--- src/pkg/tone_pkg.sv ---
// package: register map, field layout, tone table and timing for the dual tone generator
// What this block does
// - sixteen row/column pairs and eight single tones come out of one output
// - tones are timed from the system clock; software runs it at full speed
// - power-down parks the phase accumulators and zeroes the output (tuning steps still follow the code); both registers stay readable and writable
// - control bit 0 set means powered down, clear means operating
// - control bit 2 set lets the tone reach the output, clear holds bias
// - code bits 3..0 pick the column tone, bits 7..4 the row tone
// - a new code while running switches the tone pair at once
// - output zero in power-down, mid-scale bias when disabled or code zero
// - powered, enabled, valid code: tone sum rides on the mid-scale bias
// - one-hot nibbles: rows 697/770/852/941 Hz, columns 1209/1336/1477/1633 Hz
// - realised frequencies stay close to nominal, crystal error aside
`default_nettype none
package tone_pkg;
  // ==========================================================
  // clocking and phase arithmetic
  localparam int CLK_HZ = 20000000;
  localparam int PHASE_W = 24;
  localparam int LUT_AW = 5;
  localparam int LUT_DW = 8;
  typedef logic [PHASE_W-1:0] phase_t;
  typedef logic signed [LUT_DW-1:0] sample_t;

  // ==========================================================
  // register map
  localparam logic [7:0] TONE_CONTROL_ADDR = 8'h20;
  localparam logic [7:0] TONE_CODE_SELECT_ADDR = 8'h21;
  localparam logic [7:0] TONE_CONTROL_RESET = 8'h01;
  localparam logic [7:0] TONE_CODE_RESET = 8'h00;
  localparam logic [7:0] TONE_CONTROL_KEEP = 8'h5d; // bits 0,2,3,4,6 are stored
  localparam logic [7:0] UNMAPPED_READ = 8'h00;

  // ==========================================================
  // output converter codes
  localparam logic [7:0] DAC_ZERO = 8'h00;
  localparam logic [7:0] DAC_BIAS = 8'h80;
  localparam logic [7:0] DAC_MIN = 8'h08;
  localparam logic [7:0] DAC_MAX = 8'hf8;

  // ==========================================================
  // nominal tone frequencies in Hz, index = one-hot bit position
  localparam int ROW_HZ [4] = '{697, 770, 852, 941};
  localparam int COL_HZ [4] = '{1209, 1336, 1477, 1633};

  // ==========================================================
  // field layouts, msb first
  typedef struct packed {
    logic unused7;
    logic keep6;
    logic unused5;
    logic keep4;
    logic keep3;
    logic tone_enable;
    logic unused1;
    logic generator_power_down;
  } tone_control_s;

  typedef struct packed {
    logic [3:0] row_frequency_select;
    logic [3:0] column_frequency_select;
  } tone_code_s;

  typedef struct packed {
    logic [7:0] addr;
    logic [7:0] wdata;
    logic wr;
    logic rd;
  } reg_req_s;

  typedef enum logic [2:0] {
    GEN_OFF = 3'b001,
    GEN_BIAS = 3'b010,
    GEN_TONE = 3'b100
  } gen_state_e;

  // ==========================================================
  // one full sine period, 32 points, peak 60
  localparam sample_t SINE_LUT [32] = '{
    8'h00, 8'h0c, 8'h17, 8'h21, 8'h2a, 8'h32, 8'h37, 8'h3b,
    8'h3c, 8'h3b, 8'h37, 8'h32, 8'h2a, 8'h21, 8'h17, 8'h0c,
    8'h00, 8'hf4, 8'he9, 8'hdf, 8'hd6, 8'hce, 8'hc9, 8'hc5,
    8'hc4, 8'hc5, 8'hc9, 8'hce, 8'hd6, 8'hdf, 8'he9, 8'hf4};

  // rounded tuning word for a frequency at the system clock rate
  function automatic phase_t tone_step(input int hz);
    longint unsigned w;
    w = (longint'(hz) * (64'd1 << PHASE_W) + longint'(CLK_HZ / 2)) / longint'(CLK_HZ);
    return phase_t'(w);
  endfunction
endpackage
`default_nettype wire

--- src/rtl/sine_rom.sv ---
// sine sample table with two registered read ports
`default_nettype none
module sine_rom
  import tone_pkg::*;
#(
  parameter int AW = LUT_AW,
  parameter int DW = LUT_DW
) (
  input wire logic sys_clk_in, // system clock
  input wire logic resetn_in, // async reset, active low
  input wire logic [AW-1:0] addr_a_in, // row tone phase index
  input wire logic [AW-1:0] addr_b_in, // column tone phase index
  output logic signed [DW-1:0] data_a_out, // row sample, one cycle later
  output logic signed [DW-1:0] data_b_out // column sample, one cycle later
);
  // registered reads keep the table out of the output timing path
  always_ff @(posedge sys_clk_in or negedge resetn_in) begin
    if (!resetn_in) begin
      data_a_out <= '0;
      data_b_out <= '0;
    end else begin
      data_a_out <= SINE_LUT[addr_a_in];
      data_b_out <= SINE_LUT[addr_b_in];
    end
  end
endmodule
`default_nettype wire

--- src/rtl/dual_tone_generator.sv ---
// dual tone generator: register port, phase accumulators and output mixer
//
// Implementation choice: the address-and-strobe port.
`default_nettype none
module dual_tone_generator
  import tone_pkg::*;
(
  input wire logic sys_clk_in, // 20 MHz system clock
  input wire logic resetn_in, // async reset, active low
  input wire logic [7:0] reg_addr_in, // register address
  input wire logic [7:0] reg_wdata_in, // register write data
  input wire logic reg_wr_in, // write strobe, one cycle
  input wire logic reg_rd_in, // read strobe, one cycle
  output logic [7:0] reg_rdata_out, // read data, cycle after strobe
  output logic [7:0] tone_dac_out, // converter code for the tone pin
  output logic tone_active_out // high while a tone is being synthesised
);

  // ==========================================================
  // helpers

  // a nibble is legal when it is zero or has exactly one bit set
  function automatic logic nibble_ok(input logic [3:0] n);
    return (n & (n - 4'h1)) == 4'h0;
  endfunction

  // one-hot nibble to tuning word; zero or illegal nibble gives no step
  function automatic phase_t group_step(input logic [3:0] sel, input logic is_row);
    phase_t s;
    s = '0;
    for (int i = 0; i < 4; i++) begin
      if (sel == 4'(1 << i)) begin
        s = is_row ? tone_step(ROW_HZ[i]) : tone_step(COL_HZ[i]);
      end
    end
    return s;
  endfunction

  // ==========================================================
  // register port

  reg_req_s req;
  tone_control_s tone_control;
  tone_code_s tone_code_select;

  // bundle the bus pins so the decode below reads as one request
  assign req = '{addr: reg_addr_in, wdata: reg_wdata_in, wr: reg_wr_in, rd: reg_rd_in};

  // control register; unstored bits never hold a one
  always_ff @(posedge sys_clk_in or negedge resetn_in) begin
    if (!resetn_in) begin
      tone_control <= tone_control_s'(TONE_CONTROL_RESET);
    end else if (req.wr && req.addr == TONE_CONTROL_ADDR) begin
      // writes are honoured in power-down too
      tone_control <= tone_control_s'(req.wdata & TONE_CONTROL_KEEP);
    end
  end

  // tone code register, accepted in every state
  always_ff @(posedge sys_clk_in or negedge resetn_in) begin
    if (!resetn_in) begin
      tone_code_select <= tone_code_s'(TONE_CODE_RESET);
    end else if (req.wr && req.addr == TONE_CODE_SELECT_ADDR) begin
      tone_code_select <= tone_code_s'(req.wdata);
    end
  end

  // read data live only in the cycle after the strobe, zero otherwise
  always_ff @(posedge sys_clk_in or negedge resetn_in) begin
    if (!resetn_in) begin
      reg_rdata_out <= UNMAPPED_READ;
    end else if (req.rd) begin
      case (req.addr)
        TONE_CONTROL_ADDR: reg_rdata_out <= 8'(tone_control) & TONE_CONTROL_KEEP;
        TONE_CODE_SELECT_ADDR: reg_rdata_out <= 8'(tone_code_select);
        default: reg_rdata_out <= UNMAPPED_READ;
      endcase
    end else begin
      reg_rdata_out <= UNMAPPED_READ;
    end
  end

  // ==========================================================
  // code decode

  logic row_ok;
  logic col_ok;
  logic code_valid;

  // any illegal nibble is treated as no tone, rather than an odd mixture
  assign row_ok = nibble_ok(tone_code_select.row_frequency_select);
  assign col_ok = nibble_ok(tone_code_select.column_frequency_select);
  assign code_valid = row_ok && col_ok && (8'(tone_code_select) != 8'h00);

  // ==========================================================
  // generator state

  gen_state_e state;
  gen_state_e next_state;
  gen_state_e state_q1;

  // power-down wins over everything, then enable and a usable code
  always_comb begin
    next_state = GEN_BIAS;
    if (tone_control.generator_power_down) begin
      next_state = GEN_OFF;
    end else if (tone_control.tone_enable && code_valid) begin
      next_state = GEN_TONE;
    end
  end

  // no duration timer: the tone runs until software drops the enable
  always_ff @(posedge sys_clk_in or negedge resetn_in) begin
    if (!resetn_in) begin
      state <= GEN_OFF;
    end else begin
      state <= next_state;
    end
  end

  // state delayed to line up with the registered table samples
  always_ff @(posedge sys_clk_in or negedge resetn_in) begin
    if (!resetn_in) begin
      state_q1 <= GEN_OFF;
    end else begin
      state_q1 <= state;
    end
  end

  assign tone_active_out = (state == GEN_TONE);

  // ==========================================================
  // phase accumulators

  phase_t row_step;
  phase_t col_step;
  phase_t row_phase;
  phase_t col_phase;

  // steps follow the code register directly, so a new code lands at once
  always_ff @(posedge sys_clk_in or negedge resetn_in) begin
    if (!resetn_in) begin
      row_step <= '0;
      col_step <= '0;
    end else begin
      row_step <= group_step(tone_code_select.row_frequency_select, 1'b1);
      col_step <= group_step(tone_code_select.column_frequency_select, 1'b0);
    end
  end

  // phases park at zero outside a tone so every burst starts at a zero crossing
  always_ff @(posedge sys_clk_in or negedge resetn_in) begin
    if (!resetn_in) begin
      row_phase <= '0;
      col_phase <= '0;
    end else if (state != GEN_TONE) begin
      row_phase <= '0;
      col_phase <= '0;
    end else begin
      // a zero step parks its phase, else a stale index would add a dc offset
      row_phase <= (row_step == '0) ? '0 : phase_t'(row_phase + row_step);
      col_phase <= (col_step == '0) ? '0 : phase_t'(col_phase + col_step);
    end
  end

  // ==========================================================
  // sine lookup

  sample_t row_sample;
  sample_t col_sample;

  sine_rom #(
    .AW(LUT_AW),
    .DW(LUT_DW)
  ) u_sine_rom (
    .sys_clk_in(sys_clk_in),
    .resetn_in(resetn_in),
    .addr_a_in(row_phase[PHASE_W-1 -: LUT_AW]),
    .addr_b_in(col_phase[PHASE_W-1 -: LUT_AW]),
    .data_a_out(row_sample),
    .data_b_out(col_sample)
  );

  // ==========================================================
  // output mixer

  logic signed [9:0] mix;

  // peak 60 per tone keeps the sum well inside the 8-bit range
  assign mix = $signed({2'b00, DAC_BIAS}) + 10'(row_sample) + 10'(col_sample);

  always_ff @(posedge sys_clk_in or negedge resetn_in) begin
    if (!resetn_in) begin
      tone_dac_out <= DAC_ZERO;
    end else begin
      case (state_q1)
        GEN_OFF: tone_dac_out <= DAC_ZERO;
        GEN_BIAS: tone_dac_out <= DAC_BIAS;
        GEN_TONE: tone_dac_out <= mix[7:0];
        default: tone_dac_out <= DAC_ZERO;
      endcase
    end
  end
endmodule
`default_nettype wire

--- config.mk ---
export PLATFORM = sky130hd
export DESIGN_NAME = dual_tone_generator
export DESIGN_NICKNAME = d
export VERILOG_FILES = /design/src/pkg/tone_pkg.sv /design/src/rtl/sine_rom.sv /design/src/rtl/dual_tone_generator.sv
export SDC_FILE = /design/constraint.sdc
export NUM_CORES = 1
export LEC_CHECK = 0
export BUFFER_PORTS_ARGS = -buffer_cell sky130_fd_sc_hd__buf_2
export CAP_MARGIN = 20
export CELL_PAD_IN_SITES_DETAIL_PLACEMENT = 1
export CELL_PAD_IN_SITES_GLOBAL_PLACEMENT = 2
export CORE_UTILIZATION = 36
export DETAILED_ROUTE_END_ITERATION = 8
export GPL_TIMING_DRIVEN = 1
export HOLD_SLACK_MARGIN = 0.15
export PLACE_DENSITY = 0.75
export SLEW_MARGIN = 40
export SYNTH_ARGS = -nofsm -noshare
export SYNTH_HDL_FRONTEND = slang
export SYNTH_SLANG_ARGS = --single-unit
--- constraint.sdc ---
create_clock -name sys_clk_in -period 2.7 [get_ports sys_clk_in]
set_clock_uncertainty 0.15 [all_clocks]
set_input_delay 0.54 -clock sys_clk_in [delete_from_list [all_inputs] [get_ports sys_clk_in]]
set_output_delay 0.54 -clock sys_clk_in [all_outputs]
set_load 0.02 [all_outputs]
Word-level counts from Yosys, hierarchy flattened
Memory sizes are Yosys's and may differ from the RTL's. A register that Yosys moved wholly into a read port is not among the register bits. Index checks and enable logic that the tools add are counted.

Memories kept: 2. Memory bits (read-only): 512. Memory bits (writable): 0. Register bits: 131. Bits in latches: 0. Input bits: 20.

Memories: (name not given) (depth 32, width 8, read ports 1, clocked after Yosys merged registers in 1, write ports 0, line sine_rom.sv:22) `data_a_out <= SINE_LUT[addr_a_in];`; (name not given) (depth 32, width 8, read ports 1, clocked after Yosys merged registers in 1, write ports 0, line sine_rom.sv:23) `data_b_out <= SINE_LUT[addr_b_in];`.

$lt $le $gt $ge: 0. Add/subtract/negate cells: 6. Shift operators: 0. Mux-type cells: 17. Divide/modulo/power cells: 0. $mul: 0. Bitwise logic cells: 4. Reductions and logical operators: 12. Eq/ne operators: 14.

Operators by type and width (count): $mux 24 (10); $add 24x24->24 (2); $logic_not 24->1 (2); $pmux 8 s2 (2); $mux 10 (2); $eq 8x6->1 const B (2); $not 5->6 (2); $add 8x8->8 (1); $add 8x8->8 const A (1); $and 4x4->4 (2); $eq 4x1->1 const B (2); $eq 4x2->1 const B (2); $eq 4x3->1 const B (2); $eq 4x4->1 const B (2); $logic_not 4->1 (2); $mux 8 (1); $reduce_bool 8->1 (1); $sub 4x1->4 const B (2); $eq 3x3->1 const B (2); $mux 3 (2); $logic_and 1x1->1 (5); $eq 3x2->1 const B (1); $ne 3x3->1 const B (1); $logic_not 1->1 (2).

Logic depth before layout (Yosys ltp)
Gate-level depths: netlist of run 1.

Depth in word-level cells: 8. Mapped depth: 9. Gate-level depth less buffers: 9.

Hierarchy
From an unflattened synthesis of run 1, not the netlist that was laid out.

Cells, all modules: 632. Area total of the unflattened synthesis: 6399.9 µm².

Modules (own cells, without submodules): dual_tone_generator (instances 1, cells each 513, sequential area each 2456.1 µm², area each 5342.6 µm²); sine_rom (instances 1, cells each 119, sequential area each 350.3 µm², area each 1057.3 µm²).

Least setup slack after synthesis of run 1
Ideal clock, no wire load.

Path kind: flip-flop to flip-flop. Start: register col_step[0]. End: register col_phase[22]. Data required time: 2425 ps. Clock period less this slack: 2526 ps. Arrival time: 2251 ps. Setup slack: 174 ps. Stages on the path, launching flop included: 9. Path buffers: 0. Cells stage by stage: dfrtp_1 ha_1 fa_1 a211oi_1 o21bai_1 a21oi_2 o21ai_1 nand4_1 mux2_2.

Cells in the longest elaborated chain, start to end: 3.

RTL lines: from (decl) (line dual_tone_generator.sv:136) `phase_t col_step;`; from (signal assigned) (line dual_tone_generator.sv:147) `col_step <= group_step(tone_code_select.column_frequency_select, 1'b0);`; $add 24x24->24 / $logic_not 24->1 (equally long branches) (line dual_tone_generator.sv:162) `col_phase <= (col_step == '0) ? '0 : phase_t'(col_phase + col_step);`; $mux 24 * (line dual_tone_generator.sv:162); $mux 24 * (line dual_tone_generator.sv:156) `end else if (state != GEN_TONE) begin`; to (signal assigned) (line dual_tone_generator.sv:162); to (decl) (line dual_tone_generator.sv:138) `phase_t col_phase;`.

Every way passes the cells marked *; elsewhere a longest branch is shown, timed or not. A chain may end at the register's enable or synchronous reset.

Worst setup path after layout of run 1
Same ends and word-level chain as after synthesis.

==> flow_summary.rst, run 1 <==
.. list-table::
   :header-rows: 1

   * - Metric
     - Value
   * - Via count of the first global-routing pass
     - 4795
   * - Status
     - finished clean
   * - Fraction of synthesis flops using an asynchronous set or reset pin
     - 100%
   * - Required time worst endpoint
     - 2800 ps
   * - Count of clock tree sinks
     - 112
   * - Count of boundary I/O pins
     - 37
   * - Pin count of the biggest net entering global routing
     - 51
   * - Routed via count divided by cell count
     - 5.17
   * - Largest cells by area after synthesis
     - sky130_fd_sc_hd__dfrtp_1 (45%), sky130_fd_sc_hd__ha_1 (9.1%), sky130_fd_sc_hd__xnor2_1 (5.2%), sky130_fd_sc_hd__nor2_1 (4.0%), sky130_fd_sc_hd__o21ai_0 (3.1%)
   * - FF+latch count, synth
     - 112
   * - Minimum setup slack after placement
     - 83.8 ps
   * - Number of vias after detailed routing
     - 4463
   * - Antenna violations before repair
     - 0
   * - Post-synth EDFFs
     - 0
   * - Post-synth net total
     - 671
   * - Transition time at the pin with the least slew margin
     - 562 ps
   * - Worst min path class
     - flop to flop
   * - Instance count of the mapped netlist
     - 604
   * - TritonCTS Buffers
     - 9
   * - Gr usage total
     - 16.7%
   * - Die Area
     - 17400 um2
   * - Sum of negative setup slack
     - 0 ps
   * - CTS tree
     - built
   * - Ratio of final minimum period to clock period
     - 95.1%
   * - Crit path capture type
     - flop
   * - Proportion of synthesized chip area in sequential cells
     - 46.2%
   * - H-tree depth reported by CTS
     - 3
   * - Die extent in y
     - 132 um
   * - Reported leakage power
     - 0.00312 uW
   * - Fill count
     - 1884
   * - Maximum resistive drop on vdd
     - 0.384 mV
   * - Count of warnings emitted by yosys
     - 0
   * - Post-route cell area
     - 6840 um2
   * - Detail Placement HPWL
     - 9.88 mm
   * - Critical Path Source Type
     - flop
   * - Clock Pin Slew Worst Setup and Hold Paths
     - 80 ps
   * - Clock root buffer
     - sky130_fd_sc_hd__clkbuf_16
   * - Slowest CP cell
     - sky130_fd_sc_hd__fa_1
   * - Headroom to the max-slew limit
     - 62.3%
   * - Critical-path maximum fanout
     - 4
   * - Layout area overhead
     - 12.6%
   * - Top cell family by delay on the critical path
     - compound AO/OA/AOI/OAI gates
   * - Insertion delay to the later sink of the worst-skew pair
     - 360 ps
   * - Die X
     - 132 um
   * - Cell row count
     - 47
   * - Fraction of final layout cells sized beyond drive strength 1
     - 14.6%
   * - Most used flip-flop cell after synthesis
     - sky130_fd_sc_hd__dfrtp_1
   * - Count of antenna diodes in the layout
     - 0
   * - Setup repair after global routing missed its margin
     - false
   * - Number of buffers added on ports
     - 36
   * - Synth top area share
     - 44.9%
   * - Gp weighted congestion
     - 0.810
   * - Minimum clock period
     - 2570 ps
   * - Post-synthesis cell type with the largest combined area
     - sky130_fd_sc_hd__dfrtp_1
   * - Buffering stage count on the worst path with inverters included
     - 0
   * - Minimum setup slack in the final design
     - 133 ps
   * - Setup bufs post-CTS
     - 0
   * - Final worst hold slack
     - 225 ps
   * - Average cell area after synthesis
     - 10.1 um2
   * - First-pass GRT wire length
     - 23.6 mm
   * - Areal power density over the cells
     - 484 nW/um2
   * - CP arrival
     - 2660 ps
   * - Core area
     - 16500 um2
   * - Aggregate global routing overflow
     - 0
   * - Maximum cell stage delay along the critical path
     - 460 ps
   * - Dpl cell area
     - 6530 um2
   * - Max Transition Viols Final
     - 0
   * - Cell chain of the critical path
     - ha_1, fa_1, a211oi_2, o21bai_1, a21oi_2, o21ai_1, nand4_1, mux2_2
   * - Detailed-router iteration count before antenna repair
     - 4
   * - Fmax
     - 390 MHz
   * - Post-synthesis instance area
     - 6070 um2
   * - Final hold violation count
     - 0
   * - Count of antenna-violating nets left after detailed routing
     - 0
   * - Starting DRC count in detailed routing
     - 150
   * - Synth cell types
     - 54
   * - Type of the setup path with the least slack
     - flop to flop
   * - Per-cell routed wire length
     - 15.5 um
   * - Number of design rule violations left after detail routing
     - 0
   * - Final setup violation count
     - 0
   * - Starting utilization of the core area
     - 36.8%
   * - NumNets Final
     - 705
   * - Max Buffers Root-to-Sink
     - 2
   * - Wire length after detailed routing
     - 13.3 mm
   * - Max-cap violations
     - 0
-- where the power goes --
part           total [uW]  switching, uW  internal [uW]
clock                1330            678            649
combinational         222            131           91.1
sequential           1760           45.6           1720
-- sequential cells by signal, indices dropped and copies added (netlist names) --
| signal | count |
|---|---|
| col_phase | 24 |
| col_step | 9 |
| reg_rdata_out | 8 |
| row_phase | 24 |
| row_step | 6 |
| state | 3 |
| state_q1 | 3 |
| tone_code_select | 8 |
| tone_control | 5 |
| tone_dac_out | 8 |
| u_sine_rom.data_a_out | 7 |
| u_sine_rom.data_b_out | 7 |
-- through the flow --
step	power (uW)	util, %	instances
2_1_floorplan	1920	-	604
3_3_place_gp	2010	39.5	846
3_5_place_dp	2020	39.5	846
4_1_cts	3370	41.3	863
5_1_grt	3460	41.4	863
6_report	3310	41.4	863
-- cell type report --
type	count	area [um2]	share of cell area, %
flip-flops and latches	112	2810	41.1
well taps	220	275	4.03
multi-input cells	448	3100	45.4
clock inverters	7	62.6	0.915
inverters	18	67.6	0.988
clock buffers	9	225	3.29
repair buffers	49	295	4.32
-- cells in the mapped netlist, types with 3 or more instances --
master and count:
sky130_fd_sc_hd__o21a_1 3, sky130_fd_sc_hd__nor3b_1 3, sky130_fd_sc_hd__or3_1 6, sky130_fd_sc_hd__xnor2_1 36
sky130_fd_sc_hd__a21oi_1 33, sky130_fd_sc_hd__fa_1 3, sky130_fd_sc_hd__nand2_1 35, sky130_fd_sc_hd__o21ai_1 5
sky130_fd_sc_hd__nor4_1 3, sky130_fd_sc_hd__o21ai_0 38, sky130_fd_sc_hd__a21o_1 6, sky130_fd_sc_hd__nand4_1 6
sky130_fd_sc_hd__nor2_1 65, sky130_fd_sc_hd__inv_1 18, sky130_fd_sc_hd__clkbuf_1 20, sky130_fd_sc_hd__nand2b_1 5
sky130_fd_sc_hd__ha_1 44, sky130_fd_sc_hd__a211oi_1 11, sky130_fd_sc_hd__o211ai_1 4, sky130_fd_sc_hd__or2_2 4
sky130_fd_sc_hd__a21boi_0 4, sky130_fd_sc_hd__nor4b_1 6, sky130_fd_sc_hd__nand3_1 11, sky130_fd_sc_hd__dfstp_2 3
sky130_fd_sc_hd__mux2i_1 4, sky130_fd_sc_hd__a22oi_1 5, sky130_fd_sc_hd__xor2_1 7, sky130_fd_sc_hd__nor3_1 26
sky130_fd_sc_hd__mux2_2 15, sky130_fd_sc_hd__buf_2 6, sky130_fd_sc_hd__dfrtp_1 109, sky130_fd_sc_hd__nor2b_1 12
sky130_fd_sc_hd__and3_1 14, sky130_fd_sc_hd__o21bai_1 9
-- repair_timing --
item | 4_1_cts | 5_1_grt
hold endpoints to repair | 28 | 0
endpoints found under the setup margin | 0 | 3
hold buffers | 1 | 0
resized for setup | 0 | 2
-- path summary, 6_finish.rpt --
check / from / endpoint / slack [ps] / cells after the start
worst max-delay path: col_step[0] / col_phase[22] / 130 / 8
worst min-delay path: state[0] / state_q1[0] / 220 / 0
worst max register to register: col_step[0] / col_phase[22] / 130 / 8
worst min register to register: state[0] / state_q1[0] / 220 / 0
max in group asynchronous: resetn_in / state_q1[0] / 1210 / 3
min in group asynchronous: resetn_in / col_phase[16] / 520 / 2
-- kinds of logic (layout without fill, tap and decap cells) --
kind of cell             count (synthesis)  in the layout  share of synthesized area (%)
AO/OA/AOI/OAI                          132            132                           13.8
XOR/XNOR                                43             43                           6.20
adder cells (fa/ha/maj)                 48             48                           10.2
buffers and inverters                   44             83                           2.84
flip-flops                             112            112                           46.2
multiplexers                            19             19                           3.44
AND/OR/NAND/NOR                        206            206                           17.3
-- metal layers --
metal  up-vias  GRT usage (%)  wire, um  share of wire, %
met5         -              0         0                 0
met4         0           6.07       217               1.6
met3        17           2.61       319               2.4
met2        55           27.4      6220                47
met1      2186           22.3      6590                49
li1       2205              -         -                 -
-- layout by cell type, fill, tap and decap left out, types with 3 or more instances in the layout --
cell type and n:
sky130_fd_sc_hd__a21oi_1 33, sky130_fd_sc_hd__a22oi_1 5, sky130_fd_sc_hd__clkbuf_16 9, sky130_fd_sc_hd__o211ai_1 4
sky130_fd_sc_hd__inv_8 3, sky130_fd_sc_hd__nand2b_1 5, sky130_fd_sc_hd__or3_1 6, sky130_fd_sc_hd__dfstp_2 3
sky130_fd_sc_hd__nor4b_1 6, sky130_fd_sc_hd__nor2b_1 12, sky130_fd_sc_hd__buf_2 35, sky130_fd_sc_hd__xnor2_1 36
sky130_fd_sc_hd__nor3b_1 3, sky130_fd_sc_hd__nand3_1 11, sky130_fd_sc_hd__inv_1 18, sky130_fd_sc_hd__dfrtp_1 109
sky130_fd_sc_hd__a21boi_0 4, sky130_fd_sc_hd__o21ai_1 5, sky130_fd_sc_hd__nor2_1 65, sky130_fd_sc_hd__nor3_1 26
sky130_fd_sc_hd__mux2_2 15, sky130_fd_sc_hd__xor2_1 7, sky130_fd_sc_hd__fa_1 3, sky130_fd_sc_hd__nand2_1 35
sky130_fd_sc_hd__ha_1 44, sky130_fd_sc_hd__nand4_1 6, sky130_fd_sc_hd__and3_1 14, sky130_fd_sc_hd__o21a_1 3
sky130_fd_sc_hd__o21ai_0 38, sky130_fd_sc_hd__mux2i_1 4, sky130_fd_sc_hd__buf_4 12, sky130_fd_sc_hd__a211oi_1 9
sky130_fd_sc_hd__nor4_1 3, sky130_fd_sc_hd__a21o_1 6, sky130_fd_sc_hd__o21bai_1 9, sky130_fd_sc_hd__or2_2 4
Power figures use the tool's default switching activity.
==> run 2: changes to the inputs <==
Settings changed: BUFFER_PORTS_ARGS -buffer_cell sky130_fd_sc_hd__buf_2 to -buffer_cell sky130_fd_sc_hd__buf_4, CORE_UTILIZATION 36 to 37, CTS_BUF_LIST set to sky130_fd_sc_hd__clkbuf_8, PLACE_DENSITY 0.75 to 0.77.
==> flow_summary.rst, run 2 (synthesized netlist as in run 1, its figures left out) <==
.. list-table::
   :header-rows: 1

   * - Metric
     - Value
   * - Via count of the first global-routing pass
     - 4624 (was 4795)
   * - Number of design rule violations left after detail routing
     - 0 (unchanged)
   * - Clock Pin Slew Worst Setup and Hold Paths
     - 120 ps (was 80 ps)
   * - Layout area overhead
     - 12.5% (was 12.6%)
   * - Count of boundary I/O pins
     - 37 (unchanged)
   * - Pwr Total
     - 3040 uW (was 3310 uW)
   * - WP depth
     - 9 (was 8)
   * - Starting DRC count in detailed routing
     - 170 (was 150)
   * - Critical-path maximum fanout
     - 8 (was 4)
   * - Detailed-router iteration count before antenna repair
     - 4 (unchanged)
   * - CTS tree
     - built (unchanged)
   * - Length in cells of the worst reg-to-reg path
     - 9 (was 8)
   * - Max Transition Viols Final
     - 0 (unchanged)
   * - Die Area
     - 16900 um2 (was 17400 um2)
   * - Routed via count divided by cell count
     - 5.26 (was 5.17)
   * - Die extent in y
     - 130 um (was 132 um)
   * - Buffering stage count on the worst path with inverters included
     - 1 (was 0)
   * - Reg-to-Reg Start
     - row_step[0] (was col_step[0])
   * - Maximum resistive drop on vdd
     - 0.246 mV (was 0.384 mV)
   * - Clock root buffer
     - sky130_fd_sc_hd__clkbuf_8 (was sky130_fd_sc_hd__clkbuf_16)
   * - Most common library cell in the layout ignoring fill and taps
     - sky130_fd_sc_hd__dfrtp_1 (unchanged)
   * - Setup bufs post-CTS
     - 0 (unchanged)
   * - Number of vias after detailed routing
     - 4516 (was 4463)
   * - Count of clock tree sinks
     - 112 (unchanged)
   * - Starting utilization of the core area
     - 38.1% (was 36.8%)
   * - Fraction of final layout cells sized beyond drive strength 1
     - 14.8% (was 14.6%)
   * - Insertion delay to the later sink of the worst-skew pair
     - 400 ps (was 360 ps)
   * - Headroom to the max-slew limit
     - 61.4% (was 62.3%)
   * - Top cell family by delay on the critical path
     - adder cells (was compound AO/OA/AOI/OAI gates)
   * - Worst reg-to-reg setup slack
     - 180 ps (was 130 ps)
   * - Core area
     - 15900 um2 (was 16500 um2)
   * - Aggregate global routing overflow
     - 0 (unchanged)
   * - Detail Placement HPWL
     - 9.80 mm (was 9.88 mm)
   * - Count of antenna-violating nets left after detailed routing
     - 0 (unchanged)
   * - Ratio of final minimum period to clock period
     - 93.2% (was 95.1%)
   * - Reported leakage power
     - 0.00309 uW (was 0.00312 uW)
   * - Antenna violations before repair
     - 0 (unchanged)
   * - Critical Path Source Type
     - flop (unchanged)
   * - Max-cap violations
     - 0 (unchanged)
   * - NumNets Final
     - 704 (was 705)
   * - H-tree depth reported by CTS
     - 3 (unchanged)
   * - Status
     - finished clean (unchanged)
   * - Final hold violation count
     - 0 (unchanged)
   * - Setup repair after global routing missed its margin
     - false (unchanged)
   * - Count of cells along the worst hold path
     - 2 (was 0)
   * - Per-cell routed wire length
     - 15.7 um (was 15.5 um)
   * - Number of buffers added on ports
     - 36 (unchanged)
   * - Worst min path class
     - input port to flop (was flop to flop)
   * - Transition time at the pin with the least slew margin
     - 574 ps (was 562 ps)
   * - TritonCTS Buffers
     - 9 (unchanged)
   * - First-pass GRT wire length
     - 23.2 mm (was 23.6 mm)
   * - Biggest regs
     - col_phase (24), row_phase (24), col_step (9) (unchanged)
   * - Type of the setup path with the least slack
     - flop to flop (unchanged)
   * - RR Endpoint
     - row_phase[14] (was col_phase[22])
   * - Max Buffers Root-to-Sink
     - 2 (unchanged)
   * - Slowest CP cell
     - sky130_fd_sc_hd__fa_1 (unchanged)
   * - Areal power density over the cells
     - 445 nW/um2 (was 484 nW/um2)
   * - Required time worst endpoint
     - 2850 ps (was 2800 ps)
   * - Gp weighted congestion
     - 0.814 (was 0.810)
   * - Commonest cells after routing, fill and taps aside
     - sky130_fd_sc_hd__dfrtp_1 (109), sky130_fd_sc_hd__nor2_1 (65), sky130_fd_sc_hd__buf_4 (46) (was sky130_fd_sc_hd__dfrtp_1 (109), sky130_fd_sc_hd__nor2_1 (65), sky130_fd_sc_hd__ha_1 (44))
   * - Pin count of the biggest net entering global routing
     - 55 (was 51)
   * - Gr usage total
     - 17.6% (was 16.7%)
   * - Cell chain of the critical path
     - ha_1, fa_1, a211oi_1, o21bai_1, a21oi_1, buf_4, nand3b_1, xor2_1, nor2_1 (was ha_1, fa_1, a211oi_2, o21bai_1, a21oi_2, o21ai_1, nand4_1, mux2_2)
   * - Sum of negative setup slack
     - 0 ps (unchanged)
   * - Count of antenna diodes in the layout
     - 0 (unchanged)
   * - CP arrival
     - 2670 ps (was 2660 ps)
   * - Cell row count
     - 46 (was 47)
   * - Die X
     - 130 um (was 132 um)
   * - Crit path capture type
     - flop (unchanged)
   * - Timing endpoint of the critical path
     - row_phase[14] (was col_phase[22])
   * - Wire length after detailed routing
     - 13.5 mm (was 13.3 mm)
   * - Minimum clock period
     - 2520 ps (was 2570 ps)
   * - Maximum cell stage delay along the critical path
     - 430 ps (was 460 ps)
   * - Final setup violation count
     - 0 (unchanged)
   * - Crit path launch
     - row_step[0] (was col_step[0])
   * - Fmax
     - 397 MHz (was 390 MHz)
run 2: changes by cell type in the layout (fill, tap and decap cells not counted), sizes merged:
cell      change
inv           +1
clkinvlp      -2
clkinv        +1
buf           -1
run 2: routing by layer:
layer	wire (um)	share of wire, %	vias up	GRT usage, %
met5	0	0	-	0
met4	133	0.99	0	4.92
met3	335	2.5	10	3.49
met2	6490	48	48	29.3
met1	6510	48	2264	23.3
li1	-	-	2194	-
run 2: final cells by class:
type,instances,area [um2]
fill,1830,9110
multi-input combinational,448,3110
sequential,112,2810
timing repair buffer,48,375
tap,216,270
clock buffer,9,124
clock inverter,7,81.3
inverter,18,67.6
run 2: power breakdown:
part	leakage, uW	switching (uW)	internal, uW
clock network	0.000104	673	375
registers	0.00153	47.8	1720
logic	0.00146	130	98.8
run 2: worst reg2reg max path, cell delays in order (launching register included):
cell and delay, ps:
sky130_fd_sc_hd__dfrtp_1 420, sky130_fd_sc_hd__ha_1 250, sky130_fd_sc_hd__fa_1 430, sky130_fd_sc_hd__a211oi_1 350, sky130_fd_sc_hd__o21bai_1 140, sky130_fd_sc_hd__a21oi_1 160, sky130_fd_sc_hd__buf_4 180, sky130_fd_sc_hd__nand3b_1 130
sky130_fd_sc_hd__xor2_1 150, sky130_fd_sc_hd__nor2_1 50
run 2: repair_timing:
action                                  4_1_cts  5_1_grt
hold buffers                                  1        0
endpoints found under the setup margin        0        6
endpoints found under the hold margin        22        0
gates resized for setup                       0        5
run 2: worst min-delay path by stage:
stage	endpoint	slack (ps)	startpoint
after floorplan	col_phase[0]	90	resetn_in
after global placement	state_q1[2]	210	state[2]
after detailed placement	state_q1[0]	210	state[0]
after CTS	tone_code_select[5]	190	reg_wdata_in[5]
after global routing	tone_code_select[1]	180	reg_wdata_in[1]
final	tone_code_select[5]	210	reg_wdata_in[5]
run 2: metrics by stage:
step	std cells	util, %	setup WS [ps]	area (um2)	hold WS (ps)
4_1_cts	858	42.8	42.1	6820	192
2_1_floorplan	604	-	174	6070	94.4
6_report	858	42.9	184	6830	209
3_5_place_dp	841	41.4	61.8	6600	214
5_1_grt	858	42.9	44.4	6830	184
3_3_place_gp	841	41.4	185	6600	208
